<file path="config.mk">
export PLATFORM = sky130hd
export DESIGN_NAME = cpu_core_pointer_registers
export DESIGN_NICKNAME = d
export VERILOG_FILES = /design/src/core_regs_pkg.sv /design/src/core_links_if.sv /design/src/core_alu.sv /design/src/cpu_core_pointer_registers.sv /design/src/data_pointer_unit.sv
export SDC_FILE = /design/constraint.sdc
export NUM_CORES = 1
export LEC_CHECK = 0
export ABC_AREA = 1
export BUFFER_PORTS_ARGS = -buffer_cell sky130_fd_sc_hd__buf_2
export CORE_UTILIZATION = 40
export CTS_BUF_LIST = sky130_fd_sc_hd__clkbuf_4
export DETAILED_ROUTE_END_ITERATION = 12
export SLEW_MARGIN = 20
export SYNTH_ARGS = -nofsm -noshare
export SYNTH_HDL_FRONTEND = slang
export SYNTH_SLANG_ARGS = --single-unit
</file>
<file path="constraint.sdc">
create_clock -name clk_sys -period 9.1 [get_ports clk_sys]
set_input_delay 2.275 -clock clk_sys [delete_from_list [all_inputs] [get_ports clk_sys]]
set_output_delay 2.275 -clock clk_sys [all_outputs]
set_load 0.01 [all_outputs]
</file>
<file path="src/core_regs_pkg.sv">
// Package: addresses, reset values, field positions and op codes of the core register set
package core_regs_pkg;
	// ----------------------------------------------------------------
	// Register addresses in the special-function space
	// ----------------------------------------------------------------
	localparam logic [7:0] STACK_LOW_ADDR = 8'h81;
	localparam logic [7:0] PTR0_LOW_ADDR = 8'h82;
	localparam logic [7:0] PTR0_HIGH_ADDR = 8'h83;
	localparam logic [7:0] PTR1_LOW_ADDR = 8'h84;
	localparam logic [7:0] PTR1_HIGH_ADDR = 8'h85;
	localparam logic [7:0] PTR_CTRL_ADDR = 8'h86;
	localparam logic [7:0] STACK_HIGH_ADDR = 8'h9b;
	localparam logic [7:0] ACC_ADDR = 8'he0;
	localparam logic [7:0] AUX_ADDR = 8'hf0;
	// ----------------------------------------------------------------
	// Reset values
	// ----------------------------------------------------------------
	localparam logic [8:0] STACK_RST = 9'h007;
	localparam logic [7:0] BYTE_RST = 8'h00;
	localparam logic [15:0] PTR_RST = 16'h0000;
	localparam logic [7:0] PTR_CTRL_RST = 8'h80;
	localparam logic [3:0] FLAGS_RST = 4'h0;
	// ----------------------------------------------------------------
	// Pointer control fields and vector layout
	// ----------------------------------------------------------------
	localparam int SEL_BIT = 0;
	localparam int TOGGLE_BIT = 2;
	localparam int STEP_EN_BIT = 3;
	localparam int DIR1_BIT = 4;
	localparam int DIR0_BIT = 5;
	localparam int SPACING_BIT = 6;
	localparam int BASE_BIT = 7;
	localparam logic [7:0] PTR_CTRL_WMASK = 8'hfd;
	localparam logic [15:0] VEC_BASE_LOW = 16'h0300;
	localparam logic [15:0] VEC_BASE_HIGH = 16'h8000;
	localparam logic [15:0] VEC_STRIDE = 16'h0008;
	localparam logic [15:0] VEC_SHIFT = 16'h0003;
	localparam int VEC_NUM_W = 4;
	// ----------------------------------------------------------------
	// Operation codes
	// ----------------------------------------------------------------
	typedef enum logic [4:0] {
		OP_ADD, OP_ADDC, OP_SUBB, OP_INC, OP_DEC, OP_MUL, OP_DIV, OP_DA,
		OP_CMP, OP_AND, OP_OR, OP_XOR, OP_CPL, OP_RL, OP_RR, OP_RLC, OP_RRC,
		OP_SETC, OP_CLRC, OP_CPLC, OP_SETB, OP_CLRB, OP_CPLB, OP_TESTB
	} alu_op_t;
	typedef enum logic [2:0] {
		STK_NONE, STK_PUSH, STK_POP, STK_LCALL, STK_ACALL, STK_RET, STK_RETI, STK_IRQ
	} stack_op_t;
endpackage

</file>
<file path="src/core_links_if.sv">
// Interfaces joining the register file to its arithmetic and pointer units
`timescale 1ns/1ns
interface alu_link;
	import core_regs_pkg::*;
	alu_op_t op;
	logic [7:0] a, b, aux, res, hi;
	logic cy_in, ac_in, ov_in, cy, ac, ov, wr_acc, wr_aux, bit_val;
	modport core(output op, a, b, aux, cy_in, ac_in, ov_in,
		input res, hi, cy, ac, ov, wr_acc, wr_aux, bit_val);
	modport unit(input op, a, b, aux, cy_in, ac_in, ov_in,
		output res, hi, cy, ac, ov, wr_acc, wr_aux, bit_val);
endinterface // alu_link

interface ptr_link;
	logic wr, move_done;
	logic [7:0] addr, wdata, ctrl;
	logic [15:0] dp0, dp1, data_address;
	modport core(output wr, move_done, addr, wdata, input ctrl, dp0, dp1, data_address);
	modport unit(input wr, move_done, addr, wdata, output ctrl, dp0, dp1, data_address);
endinterface // ptr_link

</file>
<file path="src/core_alu.sv">
// Eight-bit arithmetic and logic unit, purely combinational
`timescale 1ns/1ns
module core_alu (
	alu_link.unit lnk
);
	import core_regs_pkg::*;

	logic cin;
	logic [8:0] sum;
	logic [4:0] nib;
	logic [15:0] prod;
	logic [8:0] dec_adj;

	// Single-bit mask from a three-bit index
	function automatic logic [7:0] bit_mask(input logic [2:0] idx);
		bit_mask = 8'h01 << idx;
	endfunction

	// Result, flags and write strobes per operation; flags default to held values
	always_comb begin
		cin = (lnk.op == OP_ADDC) && lnk.cy_in;
		sum = 9'h000;
		nib = 5'h00;
		prod = 16'h0000;
		dec_adj = {1'b0, lnk.a};
		lnk.res = lnk.a;
		lnk.hi = lnk.aux;
		lnk.cy = lnk.cy_in;
		lnk.ac = lnk.ac_in;
		lnk.ov = lnk.ov_in;
		lnk.wr_acc = 1'b1;
		lnk.wr_aux = 1'b0;
		lnk.bit_val = 1'b0;
		case (lnk.op)
			OP_ADD, OP_ADDC: begin
				sum = {1'b0, lnk.a} + {1'b0, lnk.b} + {8'h00, cin};
				nib = {1'b0, lnk.a[3:0]} + {1'b0, lnk.b[3:0]} + {4'h0, cin};
				lnk.res = sum[7:0];
				lnk.cy = sum[8];
				lnk.ac = nib[4];
				lnk.ov = (lnk.a[7] == lnk.b[7]) && (sum[7] != lnk.a[7]);
			end
			OP_SUBB: begin
				sum = {1'b0, lnk.a} - {1'b0, lnk.b} - {8'h00, lnk.cy_in};
				nib = {1'b0, lnk.a[3:0]} - {1'b0, lnk.b[3:0]} - {4'h0, lnk.cy_in};
				lnk.res = sum[7:0];
				lnk.cy = sum[8];
				lnk.ac = nib[4];
				lnk.ov = (lnk.a[7] != lnk.b[7]) && (sum[7] != lnk.a[7]);
			end
			OP_INC: lnk.res = lnk.a + 8'h01;
			OP_DEC: lnk.res = lnk.a - 8'h01;
			OP_MUL: begin
				prod = {8'h00, lnk.a} * {8'h00, lnk.aux};
				lnk.res = prod[7:0];
				lnk.hi = prod[15:8];
				lnk.wr_aux = 1'b1;
				lnk.cy = 1'b0;
				lnk.ov = |prod[15:8];
			end
			OP_DIV: begin
				// Divide by zero flags overflow and leaves both bytes unchanged
				lnk.cy = 1'b0;
				lnk.ov = (lnk.aux == 8'h00);
				if (lnk.aux != 8'h00) begin
					lnk.res = lnk.a / lnk.aux;
					lnk.hi = lnk.a % lnk.aux;
					lnk.wr_aux = 1'b1;
				end
			end
			OP_DA: begin
				if (lnk.a[3:0] > 4'h9 || lnk.ac_in) begin
					dec_adj = dec_adj + 9'h006;
				end
				if (dec_adj[7:4] > 4'h9 || lnk.cy_in || dec_adj[8]) begin
					dec_adj = dec_adj + 9'h060;
				end
				lnk.res = dec_adj[7:0];
				lnk.cy = lnk.cy_in | dec_adj[8];
			end
			OP_CMP: begin
				lnk.wr_acc = 1'b0;
				lnk.cy = (lnk.a < lnk.b);
			end
			OP_AND: lnk.res = lnk.a & lnk.b;
			OP_OR: lnk.res = lnk.a | lnk.b;
			OP_XOR: lnk.res = lnk.a ^ lnk.b;
			OP_CPL: lnk.res = ~lnk.a;
			OP_RL: lnk.res = {lnk.a[6:0], lnk.a[7]};
			OP_RR: lnk.res = {lnk.a[0], lnk.a[7:1]};
			OP_RLC: begin
				lnk.res = {lnk.a[6:0], lnk.cy_in};
				lnk.cy = lnk.a[7];
			end
			OP_RRC: begin
				lnk.res = {lnk.cy_in, lnk.a[7:1]};
				lnk.cy = lnk.a[0];
			end
			OP_SETC, OP_CLRC, OP_CPLC: begin
				lnk.wr_acc = 1'b0;
				lnk.cy = (lnk.op == OP_SETC) | ((lnk.op == OP_CPLC) & ~lnk.cy_in);
			end
			OP_SETB: lnk.res = lnk.a | bit_mask(lnk.b[2:0]);
			OP_CLRB: lnk.res = lnk.a & ~bit_mask(lnk.b[2:0]);
			OP_CPLB: lnk.res = lnk.a ^ bit_mask(lnk.b[2:0]);
			OP_TESTB: begin
				lnk.wr_acc = 1'b0;
				lnk.bit_val = |(lnk.a & bit_mask(lnk.b[2:0]));
			end
			default: lnk.wr_acc = 1'b0;
		endcase
	end
endmodule // core_alu

</file>
<file path="src/cpu_core_pointer_registers.sv">
// Core register file: accumulator, auxiliary, stack pointer, data pointers, vectors
`timescale 1ns/1ns
// Contract
// - Accumulator eight bits, takes results, resets zero
// - Multiply high byte, divide remainder into auxiliary
// - Auxiliary otherwise plain read/write, resets zero
// - Low stack pointer writable, resets to 07
// - Stack instructions and interrupt entry move pointer
// - Stack high holds one bit, others zero
// - Stack high bit follows the same operations
// - Two pointers, each two addressable bytes
// - Data moves use the selected pointer
// - Four pointer bytes read/write, reset zero
// - Spacing bit picks vector offset formula
// - Base bit picks table start; field resets 1
// - Bit five sets first pointer step direction
// - Arithmetic updates status flags per result
// - Unit supports full arithmetic and bit set
// - Classic instruction set, same codes
// - Select bit zero picks first pointer
// - Bit four sets second pointer step direction
// - Bit three enables automatic pointer stepping
// - Bit two enables automatic select toggling
module cpu_core_pointer_registers (
	input logic clk_sys,
	input logic rstn,
	input logic [7:0] sfr_addr,
	input logic [7:0] sfr_wdata,
	input logic sfr_wr,
	input logic sfr_rd,
	output logic [7:0] sfr_rdata,
	output logic sfr_hit,
	input logic alu_go,
	input core_regs_pkg::alu_op_t alu_op,
	input logic [7:0] alu_operand,
	input core_regs_pkg::stack_op_t stack_op,
	input logic move_done,
	input logic [core_regs_pkg::VEC_NUM_W-1:0] irq_num,
	output logic [7:0] accumulator,
	output logic [7:0] aux_out,
	output logic [3:0] psw_flags,
	output logic bit_test,
	output logic [8:0] stack_address,
	output logic [15:0] data_address,
	output logic [15:0] vector_address
);
	import core_regs_pkg::*;

	// ----------------------------------------------------------------
	// Units
	// ----------------------------------------------------------------
	alu_link alu_bus();
	ptr_link ptr_bus();

	core_alu u_alu (
		.lnk(alu_bus)
	);

	data_pointer_unit u_ptr (
		.clk_sys(clk_sys),
		.rstn(rstn),
		.lnk(ptr_bus)
	);

	// ----------------------------------------------------------------
	// Write decode
	// ----------------------------------------------------------------
	logic wr_sp, wr_sph, wr_acc, wr_aux;
	logic alu_acc, alu_aux;
	logic [7:0] next_acc, next_aux;
	logic [8:0] stack_step, stack_sum, next_stack;
	logic [3:0] next_flags;
	logic [7:0] next_rdata;
	logic next_hit;
	logic [15:0] vec_num, vec_offset, vec_base, next_vector;

	// Register-bus write strobes
	assign wr_sp = sfr_wr && (sfr_addr == STACK_LOW_ADDR);
	assign wr_sph = sfr_wr && (sfr_addr == STACK_HIGH_ADDR);
	assign wr_acc = sfr_wr && (sfr_addr == ACC_ADDR);
	assign wr_aux = sfr_wr && (sfr_addr == AUX_ADDR);

	// Pointer unit sees the same bus and the move-complete strobe
	assign ptr_bus.wr = sfr_wr;
	assign ptr_bus.addr = sfr_addr;
	assign ptr_bus.wdata = sfr_wdata;
	assign ptr_bus.move_done = move_done;
	assign data_address = ptr_bus.data_address;

	// ----------------------------------------------------------------
	// Accumulator, auxiliary and flags
	// ----------------------------------------------------------------
	assign alu_bus.op = alu_op;
	assign alu_bus.a = accumulator;
	assign alu_bus.b = alu_operand;
	assign alu_bus.aux = aux_out;
	assign alu_bus.cy_in = psw_flags[3];
	assign alu_bus.ac_in = psw_flags[2];
	assign alu_bus.ov_in = psw_flags[1];
	assign alu_acc = alu_go && alu_bus.wr_acc;
	assign alu_aux = alu_go && alu_bus.wr_aux;

	// Explicit register writes take priority over a result in the same cycle
	assign next_acc = wr_acc ? sfr_wdata : (alu_acc ? alu_bus.res : accumulator);
	assign next_aux = wr_aux ? sfr_wdata : (alu_aux ? alu_bus.hi : aux_out);
	// Parity always tracks the accumulator, so it is taken from the next value
	assign next_flags = alu_go ? {alu_bus.cy, alu_bus.ac, alu_bus.ov, ^next_acc} :
		{psw_flags[3:1], ^next_acc};

	// Data registers
	always_ff @(posedge clk_sys or negedge rstn) begin
		if (!rstn) begin
			accumulator <= BYTE_RST;
			aux_out <= BYTE_RST;
			psw_flags <= FLAGS_RST;
		end else begin
			accumulator <= next_acc;
			aux_out <= next_aux;
			psw_flags <= next_flags;
		end
	end

	// Bit test result held for the branch decision
	always_ff @(posedge clk_sys or negedge rstn) begin
		if (!rstn) begin
			bit_test <= 1'b0;
		end else if (alu_go && alu_op == OP_TESTB) begin
			bit_test <= alu_bus.bit_val;
		end
	end

	// ----------------------------------------------------------------
	// Stack pointer
	// ----------------------------------------------------------------
	// Calls and interrupt entry save two bytes, returns restore two
	always_comb begin
		case (stack_op)
			STK_PUSH: stack_step = 9'h001;
			STK_POP: stack_step = 9'h1ff;
			STK_LCALL, STK_ACALL, STK_IRQ: stack_step = 9'h002;
			STK_RET, STK_RETI: stack_step = 9'h1fe;
			default: stack_step = 9'h000;
		endcase
	end

	// The nine-bit address carries into the high bit; writes override each part
	assign stack_sum = stack_address + stack_step;
	assign next_stack[7:0] = wr_sp ? sfr_wdata : stack_sum[7:0];
	assign next_stack[8] = wr_sph ? sfr_wdata[0] : stack_sum[8];

	// Stack register
	always_ff @(posedge clk_sys or negedge rstn) begin
		if (!rstn) begin
			stack_address <= STACK_RST;
		end else begin
			stack_address <= next_stack;
		end
	end

	// ----------------------------------------------------------------
	// Interrupt vector address
	// ----------------------------------------------------------------
	assign vec_num = {{(16 - VEC_NUM_W){1'b0}}, irq_num};
	// Compact spacing packs vectors three bytes apart for small code spaces
	assign vec_offset = ptr_bus.ctrl[SPACING_BIT] ? 16'((vec_num + 16'h0001) * VEC_SHIFT) :
		16'(vec_num * VEC_STRIDE + VEC_SHIFT);
	assign vec_base = ptr_bus.ctrl[BASE_BIT] ? VEC_BASE_HIGH : VEC_BASE_LOW;
	assign next_vector = vec_base + vec_offset;

	// Vector for the pending source, one cycle behind the number
	always_ff @(posedge clk_sys or negedge rstn) begin
		if (!rstn) begin
			vector_address <= PTR_RST;
		end else begin
			vector_address <= next_vector;
		end
	end

	// ----------------------------------------------------------------
	// Register read path
	// ----------------------------------------------------------------
	// Unmapped addresses read zero and leave the hit flag low
	assign next_rdata = (sfr_addr == STACK_LOW_ADDR) ? stack_address[7:0] :
		(sfr_addr == STACK_HIGH_ADDR) ? {7'h00, stack_address[8]} :
		(sfr_addr == PTR0_LOW_ADDR) ? ptr_bus.dp0[7:0] :
		(sfr_addr == PTR0_HIGH_ADDR) ? ptr_bus.dp0[15:8] :
		(sfr_addr == PTR1_LOW_ADDR) ? ptr_bus.dp1[7:0] :
		(sfr_addr == PTR1_HIGH_ADDR) ? ptr_bus.dp1[15:8] :
		(sfr_addr == PTR_CTRL_ADDR) ? ptr_bus.ctrl :
		(sfr_addr == ACC_ADDR) ? accumulator :
		(sfr_addr == AUX_ADDR) ? aux_out : BYTE_RST;
	assign next_hit = (sfr_addr == STACK_LOW_ADDR) || (sfr_addr == STACK_HIGH_ADDR) ||
		(sfr_addr >= PTR0_LOW_ADDR && sfr_addr <= PTR_CTRL_ADDR) ||
		(sfr_addr == ACC_ADDR) || (sfr_addr == AUX_ADDR);

	// Read data registered one cycle after the strobe
	always_ff @(posedge clk_sys or negedge rstn) begin
		if (!rstn) begin
			sfr_rdata <= BYTE_RST;
			sfr_hit <= 1'b0;
		end else begin
			sfr_rdata <= sfr_rd ? next_rdata : BYTE_RST;
			sfr_hit <= sfr_rd && next_hit;
		end
	end
endmodule // cpu_core_pointer_registers

</file>
<file path="src/data_pointer_unit.sv">
// Two data pointers with their control register, auto-step and auto-toggle
`timescale 1ns/1ns
module data_pointer_unit (
	input logic clk_sys,
	input logic rstn,
	ptr_link.unit lnk
);
	import core_regs_pkg::*;

	logic sel, step_now, flip_now;
	logic [15:0] stepped0, stepped1, next_dp0, next_dp1;
	logic [7:0] next_ctrl;

	// One step up or down, wrapping at the ends of the space
	function automatic logic [15:0] step16(input logic [15:0] v, input logic down);
		step16 = down ? v - 16'h0001 : v + 16'h0001;
	endfunction

	// Step and toggle fire once per completed pointer-addressed move
	assign sel = lnk.ctrl[SEL_BIT];
	assign step_now = lnk.move_done && lnk.ctrl[STEP_EN_BIT];
	assign flip_now = lnk.move_done && lnk.ctrl[TOGGLE_BIT];
	assign stepped0 = (step_now && !sel) ? step16(lnk.dp0, lnk.ctrl[DIR0_BIT]) : lnk.dp0;
	assign stepped1 = (step_now && sel) ? step16(lnk.dp1, lnk.ctrl[DIR1_BIT]) : lnk.dp1;

	// A register write in the same cycle overrides the step on that byte
	assign next_dp0[7:0] = (lnk.wr && lnk.addr == PTR0_LOW_ADDR) ? lnk.wdata : stepped0[7:0];
	assign next_dp0[15:8] = (lnk.wr && lnk.addr == PTR0_HIGH_ADDR) ? lnk.wdata : stepped0[15:8];
	assign next_dp1[7:0] = (lnk.wr && lnk.addr == PTR1_LOW_ADDR) ? lnk.wdata : stepped1[7:0];
	assign next_dp1[15:8] = (lnk.wr && lnk.addr == PTR1_HIGH_ADDR) ? lnk.wdata : stepped1[15:8];
	assign next_ctrl = (lnk.wr && lnk.addr == PTR_CTRL_ADDR) ? (lnk.wdata & PTR_CTRL_WMASK) :
		{lnk.ctrl[7:1], lnk.ctrl[SEL_BIT] ^ flip_now};

	// Pointer bytes, control and the selected address
	always_ff @(posedge clk_sys or negedge rstn) begin
		if (!rstn) begin
			lnk.dp0 <= PTR_RST;
			lnk.dp1 <= PTR_RST;
			lnk.ctrl <= PTR_CTRL_RST;
			lnk.data_address <= PTR_RST;
		end else begin
			lnk.dp0 <= next_dp0;
			lnk.dp1 <= next_dp1;
			lnk.ctrl <= next_ctrl;
			lnk.data_address <= next_ctrl[SEL_BIT] ? next_dp1 : next_dp0;
		end
	end
endmodule // data_pointer_unit

</file>
After elaboration in Yosys (flattened, before gate mapping) --
Index checks and enable logic that the tools add are counted. Widths: inputs -> output; s select.
Cells by class: equality and inequality tests 44, div/mod/pow operators 2, shifts and indexed selects 1, bitwise logic cells 14, $add $sub $neg 20, reduce and logical (&&, ||, !) cells 50, $mul 2, multiplexer cells 44, $lt $le $gt $ge 5
Operators by type and width (count):
- $mux 8 | 22
- $pmux 8 s18 | 1
- $mux 16 | 6
- $eq 8x8->1 const B | 9
- $eq 5x4->1 const B | 8
- $eq 5x5->1 const B | 8
- $mux 9 | 4
- $pmux 9 s4 | 1
- $add 16x1->16 const B | 2
- $sub 16x1->16 const B | 2
- $and 8x8->8 | 3
- $logic_and 1x1->1 | 21
- $eq 5x3->1 const B | 4
- $reduce_or 19->1 | 1
- $add 16x8->16 | 1
- $mul 8x8->16 | 1
- $not 8->8 | 2
- $or 8x8->8 | 2
- $pmux 8 s2 | 1
- $reduce_bool 8->1 | 2
- $reduce_or 8->1 | 2
- $xor 8x8->8 | 2
- $eq 3x3->1 const B | 4
- $eq 5x2->1 const B | 2
- other kinds (49) | 71
Word-level totals: output and inout bits 71, word-level logic and storage cells 198, register bits 110

Depth between registers and ports, before layout --
Gate-level depths: netlist (run 1).
word-level depth 13, mapped depth 80, depth with buffers taken out 77

Hierarchy --
From an unflattened synthesis (run 1), not the netlist that was laid out.
Second synthesis, totals: cells, all modules 2384, area total of the unflattened synthesis 15157.0 sq um
By module, submodules not included:
- core_alu | seq. area each 0.0 sq um, cells an instance 1216, area each 7278.2 sq um, instances 1
- data_pointer_unit | seq. area each 1377.6 sq um, cells an instance 650, area each 4296.6 sq um, instances 1
- cpu_core_pointer_registers | seq. area each 1204.9 sq um, cells an instance 518, area each 3582.2 sq um, instances 1

Least setup slack after synthesis (run 1) --
OpenSTA, ideal clock, no wires.
path kind register -> register, from register aux_out[0], to register psw_flags[0], data arrival time 9895 ps, required time 8984 ps, stages on the path, launching flop included 74, library setup time 116 ps, path slack -912 ps, path through dfrtp_1 -> inv_1 -> ha_1 -> or2_2 -> nand3_1 -> nand2_1 -> o21ai_0 -> inv_1 -> ha_1 -> inv_1 -> o21bai_1 -> nand2_1 -> nand2_1 -> o21ai_2 -> ha_1 -> inv_1 -> o21bai_1 -> nand2_1 -> [38 not listed] -> nand2_1 -> ha_1 -> nand2_1 -> a21oi_1 -> a211oi_1 -> nand3_1 -> nand2_1 -> nand4_1 -> nand2_1 -> clkinv_1 -> nor2_2 -> o21ai_0 -> nand2_1 -> nand2_1 -> nand2_1 -> inv_1 -> nand2_1 -> nand2_1
On the way: word-level cells in the longest chain between the ends 6, elaborated cells on any way between the ends 8, classes of those cells mul (1); div (1); mux (4); reduce/logical (2)
Ends and longest elaborated chain:
- from (decl) | RTL line cpu_core_pointer_registers.sv:40 | output logic [7:0] aux_out,
- from (signal assigned) | RTL line cpu_core_pointer_registers.sv:118 | aux_out <= next_aux;
- $div 8x8->8 or $reduce_bool 8->1 (tied branches) | RTL line core_alu.sv:66, core_alu.sv:65
- $mux 8 | RTL line core_alu.sv:65 | if (lnk.aux != 8'h00) begin
- $pmux 8 s18 (*) | RTL line core_alu.sv:34 | case (lnk.op)
- $mux 8 (*) (2 in a row) | RTL line cpu_core_pointer_registers.sv:104 | assign next_acc = wr_acc ? sfr_wdata : (alu_acc ? alu_bus.res : accumulator);
- $reduce_xor 8->1 (*) | RTL line cpu_core_pointer_registers.sv:107, cpu_core_pointer_registers.sv:108
- via next_flags[0] | RTL line cpu_core_pointer_registers.sv:72 | logic [3:0] next_flags;
- to (signal assigned) | RTL line cpu_core_pointer_registers.sv:119 | psw_flags <= next_flags;
- to (decl) | RTL line cpu_core_pointer_registers.sv:41 | output logic [3:0] psw_flags,
Mark *: on every way through the listed nets, which the timed path passes. The rest lies on a longest branch. A chain may end at the register's enable or synchronous reset.

Final worst setup path (run 1) --
from register aux_out[0], to register aux_out[7]
On the way: word-level cells in the longest chain between the ends 6, elaborated cells on any way between the ends 13, classes of those cells mul (1); div (1); eq/ne (1); mux (6); reduce/logical (4)
Ends and longest elaborated chain:
- parallel branches: the longest is 6 deep, another holds $mod 8x8->8
Parallel ways; which one is timed is not known. The select of a mux whose other input is x is not followed.

==> results.json, run 1 <==
{
  "cp_slowest_stage_delay_ns": 0.48,
  "avgSynthCellArea_sq_um": 6.553,
  "routedWlPerCell_um": 17.78,
  "clock-root-buffer": "clkbuf_4",
  "worstSetupEndpointType": "flip-flop",
  "globalRouteMet2Util_pct": 44.31,
  "fin_nets": 2589,
  "min_path_cells": 0,
  "syn2layout_area_growth_pct": 18.03,
  "critPathSlowestCell": "dfrtp_2",
  "synth_warnings": 0,
  "hold_viol": 0,
  "max-clock-path-buffers": 2,
  "synthTopCellsByArea": "dfrtp_1 (17%), nand2_1 (15%), ha_1 (14%), inv_1 (9.0%), fa_1 (6.5%)",
  "cts-htree-levels": 3,
  "synth_top_flop_cell": "dfrtp_1",
  "synth_common_cells": "nand2_1 (573), inv_1 (341), o21ai_0 (161)",
  "die_area_sq_um": 36360,
  "grt_usage_pct": 26.97,
  "busiest_layer": "met2",
  "layout_setup_ws_ns": -0.2522,
  "rsz0062_at_grt": "yes",
  "viasPerCell": 5.387,
  "period_share_pct": 102.8,
  "ys_ff_latch": 103,
  "dp_hpwl_mm": 37.82,
  "drt_iter0_markers": 1216,
  "rows": 68,
  "cp_max_fo": 6,
  "drv_slew": 0,
  "grt_overflow": 0,
  "synth_top_area_share_pct": 17.40,
  "drive_above_1_share_pct": 18.36,
  "use_met1_pct": 36.73,
  "drc": 0,
  "worstSkewPairLatency_ns": 0.53,
  "grt_max_degree": 71,
  "io_pins": 113,
  "crit_path_start": "aux_out[0]$_DFFE_PN0P_",
  "synth_async_sr_flop_share_pct": 100.0,
  "period_needed_ns": 9.352,
  "worstReg2RegEnd": "aux_out[7]$_DFFE_PN0P_",
  "grt_pass1_wl_mm": 76.40,
  "path_clk_slew_ns": 0.22,
  "crit_end": "aux_out[7]$_DFFE_PN0P_",
  "arrival_ns": 9.84,
  "tightest_slew_ns": 0.9608,
  "synth-edff-count": 0,
  "use_met3_pct": 3.092,
  "startpoint_type": "flip-flop",
  "fmax_mhz": 106.9,
  "place_area_sq_um": 15830,
  "syn_area_sq_um": 14240,
  "cpMostUsedCell": "nand2_2",
  "cts_tree": "done",
  "die_y_um": 190.7,
  "clock_skew_ns": 0.03811,
  "numCtsBuffers": 9,
  "worst_ep_required_time_ns": 9.59,
  "hp-class": "reg2reg",
  "slew_headroom_pct": 35.27,
  "synthCells": 2173,
  "rrSetupSlack_ns": -0.25,
  "io_buffers": 106,
  "synth_cell_type_count": 58,
  "setup_violations": 8,
  "status": "finished with violations",
  "fin_area_sq_um": 16810,
  "reg2reg_from": "aux_out[0]$_DFFE_PN0P_",
  "seq_area_frac_synth_pct": 18.14,
  "core_area_sq_um": 34800,
  "drt_first_pass_iters": 5,
  "start_util_pct": 40.92,
  "chipWidth_um": 190.7,
  "vias": 15110,
  "cts_sinks": 103,
  "cap_violations": 0,
  "gp_congestion": 0.9579,
  "grt_pass1_vias": 14260,
  "routed_wl_mm": 49.88,
  "ant_nets": 0,
  "synth.most_common_cell": "nand2_1",
  "synth.largest_area_cell": "dfrtp_1",
  "violations": "setup timing",
  "worstSetupPathType": "reg2reg",
  "r2r_cells": 72,
  "antenna_found_initial": 2
}
## layer usage
layer  vias to the layer above  share of wire (%)
li1                       7388                  -
met1                      7170                 45
met2                       468                 46
met3                        85                6.2
met4                         0                2.6
met5                         -                  0
## state kept, by name, summed over array words and instances (netlist names)
signal,cells
accumulator,8
aux_out,8
bit_test,1
psw_flags,4
sfr_hit,1
sfr_rdata,8
stack_address,9
u_ptr.lnk.ctrl,7
u_ptr.lnk.data_address,16
u_ptr.lnk.dp0,16
u_ptr.lnk.dp1,16
vector_address,9
## layout make-up
| type | count | area (sq um) |
|---|---|---|
| diodes | 2 | 5.005 |
| clock buffers | 9 | 67.56 |
| clock inverters | 7 | 86.33 |
| fillers | 3531 | 17990 |
| inverters | 354 | 1354 |
| multi-input cells | 1659 | 10740 |
| flip-flops and latches | 103 | 2584 |
| well taps | 455 | 569.3 |
| repair buffers | 214 | 1385 |
| repair inverters | 2 | 12.51 |
## worst max-delay path, delay by kind of cell, from the launching register on
kind,cells,cell delay [ns]
fa+ha+maj,8,2.11
compound gates,11,1.23
xor+xnor,1,0.08
buf+inv,16,1.41
simple gates,36,3.95
flops,1,0.48
## how the worst min path moves through the flow
| stage | from | to | slack (ns) |
|---|---|---|---|
| finish | u_ptr.lnk.ctrl[7]$_DFFE_PN1P_ | vector_address[15]$_DFF_PN0_ | 0.46 |
| global route | u_ptr.lnk.ctrl[7]$_DFFE_PN1P_ | vector_address[15]$_DFF_PN0_ | 0.47 |
| global placement | u_ptr.lnk.ctrl[7]$_DFFE_PN1P_ | vector_address[15]$_DFF_PN0_ | 0.45 |
| detailed placement | u_ptr.lnk.ctrl[7]$_DFFE_PN1P_ | vector_address[15]$_DFF_PN0_ | 0.45 |
| CTS | u_ptr.lnk.ctrl[7]$_DFFE_PN1P_ | vector_address[15]$_DFF_PN0_ | 0.46 |
| floorplan | u_ptr.lnk.ctrl[7]$_DFFE_PN1P_ | vector_address[15]$_DFF_PN0_ | 0.40 |
## cell families (layout without fill, tap and decap cells)
family	Yosys count	count (layout)	share of synthesized area, %
AO/OA/AOI/OAI	417	417	17.03
XOR/XNOR	61	61	3.752
adder cells (fa/ha/maj)	204	204	20.35
buffers and inverters	416	586	11.48
flip-flops	103	103	18.14
other	1	8	0.02633
AND/OR/NAND/NOR	971	971	29.22
## per-stage QoR
stage           TNS, ns  util (%)  hold slack (ns)  cells  setup WS [ns]
2_1_floorplan         0         -           0.4030   2178        0.01831
3_3_place_gp   -0.01433     45.50           0.4533   2762       -0.01433
3_5_place_dp     -1.980     45.50           0.4533   2762        -0.3603
4_1_cts        -0.07646     46.30           0.4553   2782       -0.07646
5_1_grt          -6.358     48.29           0.4674   2804        -0.7909
6_report         -1.549     48.30           0.4557   2805        -0.2522
## cell usage in the layout (no fill, tap or decap), types with 45 or more instances in the layout
| master | instances |
|---|---|
| nand2_1 | 542 |
| inv_1 | 330 |
| nor2_1 | 150 |
| o21ai_0 | 145 |
| ha_1 | 141 |
| a21oi_1 | 116 |
| nand3_1 | 105 |
| buf_2 | 105 |
| buf_4 | 99 |
| dfrtp_1 | 98 |
| xor2_1 | 45 |
| fa_1 | 45 |
## what timing repair did
| action | in CTS | in global routing |
|---|---|---|
| buffers inserted | 4 | 20 |
| hold buffers | 0 | 0 |
| gates cloned | 0 | 2 |
| pin swaps | 9 | 74 |
| resized for setup | 23 | 122 |
| setup endpoints to repair | 9 | 10 |
Power of run 1 is not shown: default switching activity piles up to over one toggle a cycle in this logic, so the estimate is an artifact.
==> run 2, diff against run 1 <==
--- a/config.mk
+++ b/config.mk
@@ -5,7 +5,6 @@
 export SDC_FILE = /design/constraint.sdc
 export NUM_CORES = 1
 export LEC_CHECK = 0
-export ABC_AREA = 1
 export BUFFER_PORTS_ARGS = -buffer_cell sky130_fd_sc_hd__buf_2
 export CORE_UTILIZATION = 40
 export CTS_BUF_LIST = sky130_fd_sc_hd__clkbuf_4
==> results.json, run 2 <==
{
  "synthTopCellsByArea": "dfrtp_1 (18%), ha_1 (14%), fa_1 (6.7%), nor2_1 (4.9%), a21oi_1 (4.5%)",
  "layout_setup_ws_ns": -1.860,
  "cpMostUsedCell": "buf_4",
  "cts_sinks": 103,
  "crit_path_start": "aux_out[4]$_DFFE_PN0P_",
  "drive_above_1_share_pct": 22.56,
  "worstSkewPairLatency_ns": 0.52,
  "wl_met1_mm": 23.63,
  "cap_violations": 0,
  "wl_met2_mm": 22.82,
  "tns_ns": -17.34,
  "synth_cell_type_count": 99,
  "avgSynthCellArea_sq_um": 7.981,
  "drv_slew": 0,
  "rrSetupSlack_ns": -1.86,
  "cp_max_fo": 7,
  "drt_iter0_markers": 1432,
  "min_from": "u_ptr.lnk.ctrl[7]$_DFFE_PN1P_",
  "core_area_sq_um": 33700,
  "period_needed_ns": 10.96,
  "dp_hpwl_mm": 38.51,
  "synth_async_sr_flop_share_pct": 100.0,
  "synth_top_area_share_pct": 18.01,
  "mostFrequentLayoutCell": "nor2_1",
  "grt_overflow": 0,
  "clock_skew_ns": 0.03535,
  "cts-htree-levels": 3,
  "hold_slack_ns": 0.4627,
  "min_path_cells": 0,
  "clock-root-buffer": "clkbuf_4",
  "rsz0062_at_grt": "yes",
  "largestRegisters": "u_ptr.lnk.data_address x16, u_ptr.lnk.dp0 x16, u_ptr.lnk.dp1 x16",
  "ant_nets": 0,
  "antenna_found_initial": 2,
  "rows": 67,
  "syn_area_sq_um": 13750,
  "dp_cells": 2306,
  "path_clk_slew_ns": 0.20,
  "cts_hold_buf": 0,
  "fin_nets": 2156,
  "synth_warnings": 0,
  "synth.largest_area_cell": "dfrtp_1",
  "fmax_mhz": 91.24,
  "synth-edff-count": 0,
  "reg2reg_from": "aux_out[4]$_DFFE_PN0P_",
  "startpoint_type": "flip-flop",
  "chipWidth_um": 187.4,
  "io_pins": 113,
  "grt_max_degree": 72,
  "synthCells": 1723,
  "grt_pass1_wl_mm": 79.96,
  "setup_violations": 11,
  "io_buffers": 106,
  "status": "finished with violations",
  "synth_top_flop_cell": "dfrtp_1",
  "start_util_pct": 40.81,
  "violations": "setup timing",
  "stdcell_count": 2365,
  "slew_headroom_pct": 29.02,
  "worstSetupPathType": "reg2reg",
  "r2r_cells": 55,
  "grt_pass1_vias": 13700,
  "seq_area_frac_synth_pct": 18.78,
  "final_cell_mix": "nor2_1 (172), buf_4 (148), nand2_1 (145), ha_1 (140), inv_1 (121)",
  "highest_layer": "met5",
  "gp_congestion": 1.020,
  "viasPerCell": 5.940,
  "worst_ep_required_time_ns": 9.53,
  "die_area_sq_um": 35130,
  "critPathSlowestCell": "a221o_2",
  "ys_ff_latch": 103,
  "numCtsBuffers": 9,
  "period_share_pct": 120.4,
  "worstSetupEndpointType": "flip-flop",
  "hp-class": "reg2reg",
  "routedWlPerCell_um": 22.12,
  "post-place-ws_ns": -2.172,
  "drt_first_pass_iters": 5,
  "grt_usage_pct": 29.44,
  "vias": 14050,
  "arrival_ns": 11.39,
  "tightest_slew_ns": 1.055,
  "max-clock-path-buffers": 2,
  "routed_wl_mm": 52.31,
  "drc": 0,
  "die_y_um": 187.4,
  "holdPathEnd": "vector_address[15]$_DFF_PN0_",
  "cp_slowest_stage_delay_ns": 0.47,
  "synth_common_cells": "nor2_1 (179), ha_1 (158), nand2_1 (146)",
  "syn2layout_area_growth_pct": 19.20,
  "met3WireLength_mm": 3.671,
  "synth.most_common_cell": "nor2_1",
  "worstReg2RegEnd": "psw_flags[0]$_DFF_PN0_",
  "hold_viol": 0,
  "cts_tree": "done"
}
==> run 2: stage by stage <==
step                utilization [%]  cell area (sq um)
finish                        48.64              16390
global route                  48.64              16390
CTS                           47.61              16040
detailed placement            45.99              15500
global placement              45.99              15500
floorplan                         -              13980
==> run 2: layout make-up <==
type | count | area [sq um]
clock buffer | 9 | 67.56
clock inverter | 7 | 78.83
fill | 3339 | 17310
multi-input combinational | 1400 | 10840
tap | 448 | 560.5
inverter | 132 | 498.0
timing repair buffer | 264 | 1760
sequential | 103 | 2584
antenna | 2 | 5.005
==> run 2: critical path: cells and delay by family, from the launching register on <==
family,cells,cell delay (ns)
AO/OA/AOI/OAI,21,3.80
XOR/XNOR,3,0.70
adder cells (fa/ha/maj),6,1.65
buffers and inverters,10,1.30
flip-flops,1,0.44
multiplexers,1,0.34
AND/OR/NAND/NOR,14,2.62
==> run 2: timing repair <==
| item | in CTS | in global routing |
|---|---|---|
| pin swaps | 43 | 20 |
| setup endpoints to repair | 11 | 11 |
| setup buffers | 28 | 14 |
| gates cloned | 0 | 0 |
| hold endpoints to repair | 0 | 0 |
| resized for setup | 48 | 40 |
==> run 2: cell families (layout without fill, tap and decap cells) <==
group	count (synthesis)	after routing	synth area share, %
AND/OR/NAND/NOR	562	562	19.81
AO/OA/AOI/OAI	482	482	23.10
buffers and inverters	225	412	6.706
adder cells (fa/ha/maj)	204	204	21.07
flip-flops	103	103	18.78
XOR/XNOR	88	88	5.914
multiplexers	58	58	4.595
other	1	8	0.02727
==> run 2: how the worst max path moves through the flow <==
stage                     cells after the start  slack (ns)                     end
after floorplan                              53       -1.85  psw_flags[0]$_DFF_PN0_
after global placement                       52       -1.70  psw_flags[0]$_DFF_PN0_
after detailed placement                     50       -2.17  psw_flags[0]$_DFF_PN0_
after CTS                                    52       -1.54  psw_flags[0]$_DFF_PN0_
after global routing                         50       -2.15  psw_flags[0]$_DFF_PN0_
final                                        55       -1.86  psw_flags[0]$_DFF_PN0_
==> run 2: metal layers <==
metal,track usage [%],vias to the layer above
met5,0,-
met4,10.63,2
met3,5.291,143
met2,46.31,613
met1,40.29,6769
li1,-,6522
Power of run 2 is left out for the same reason.
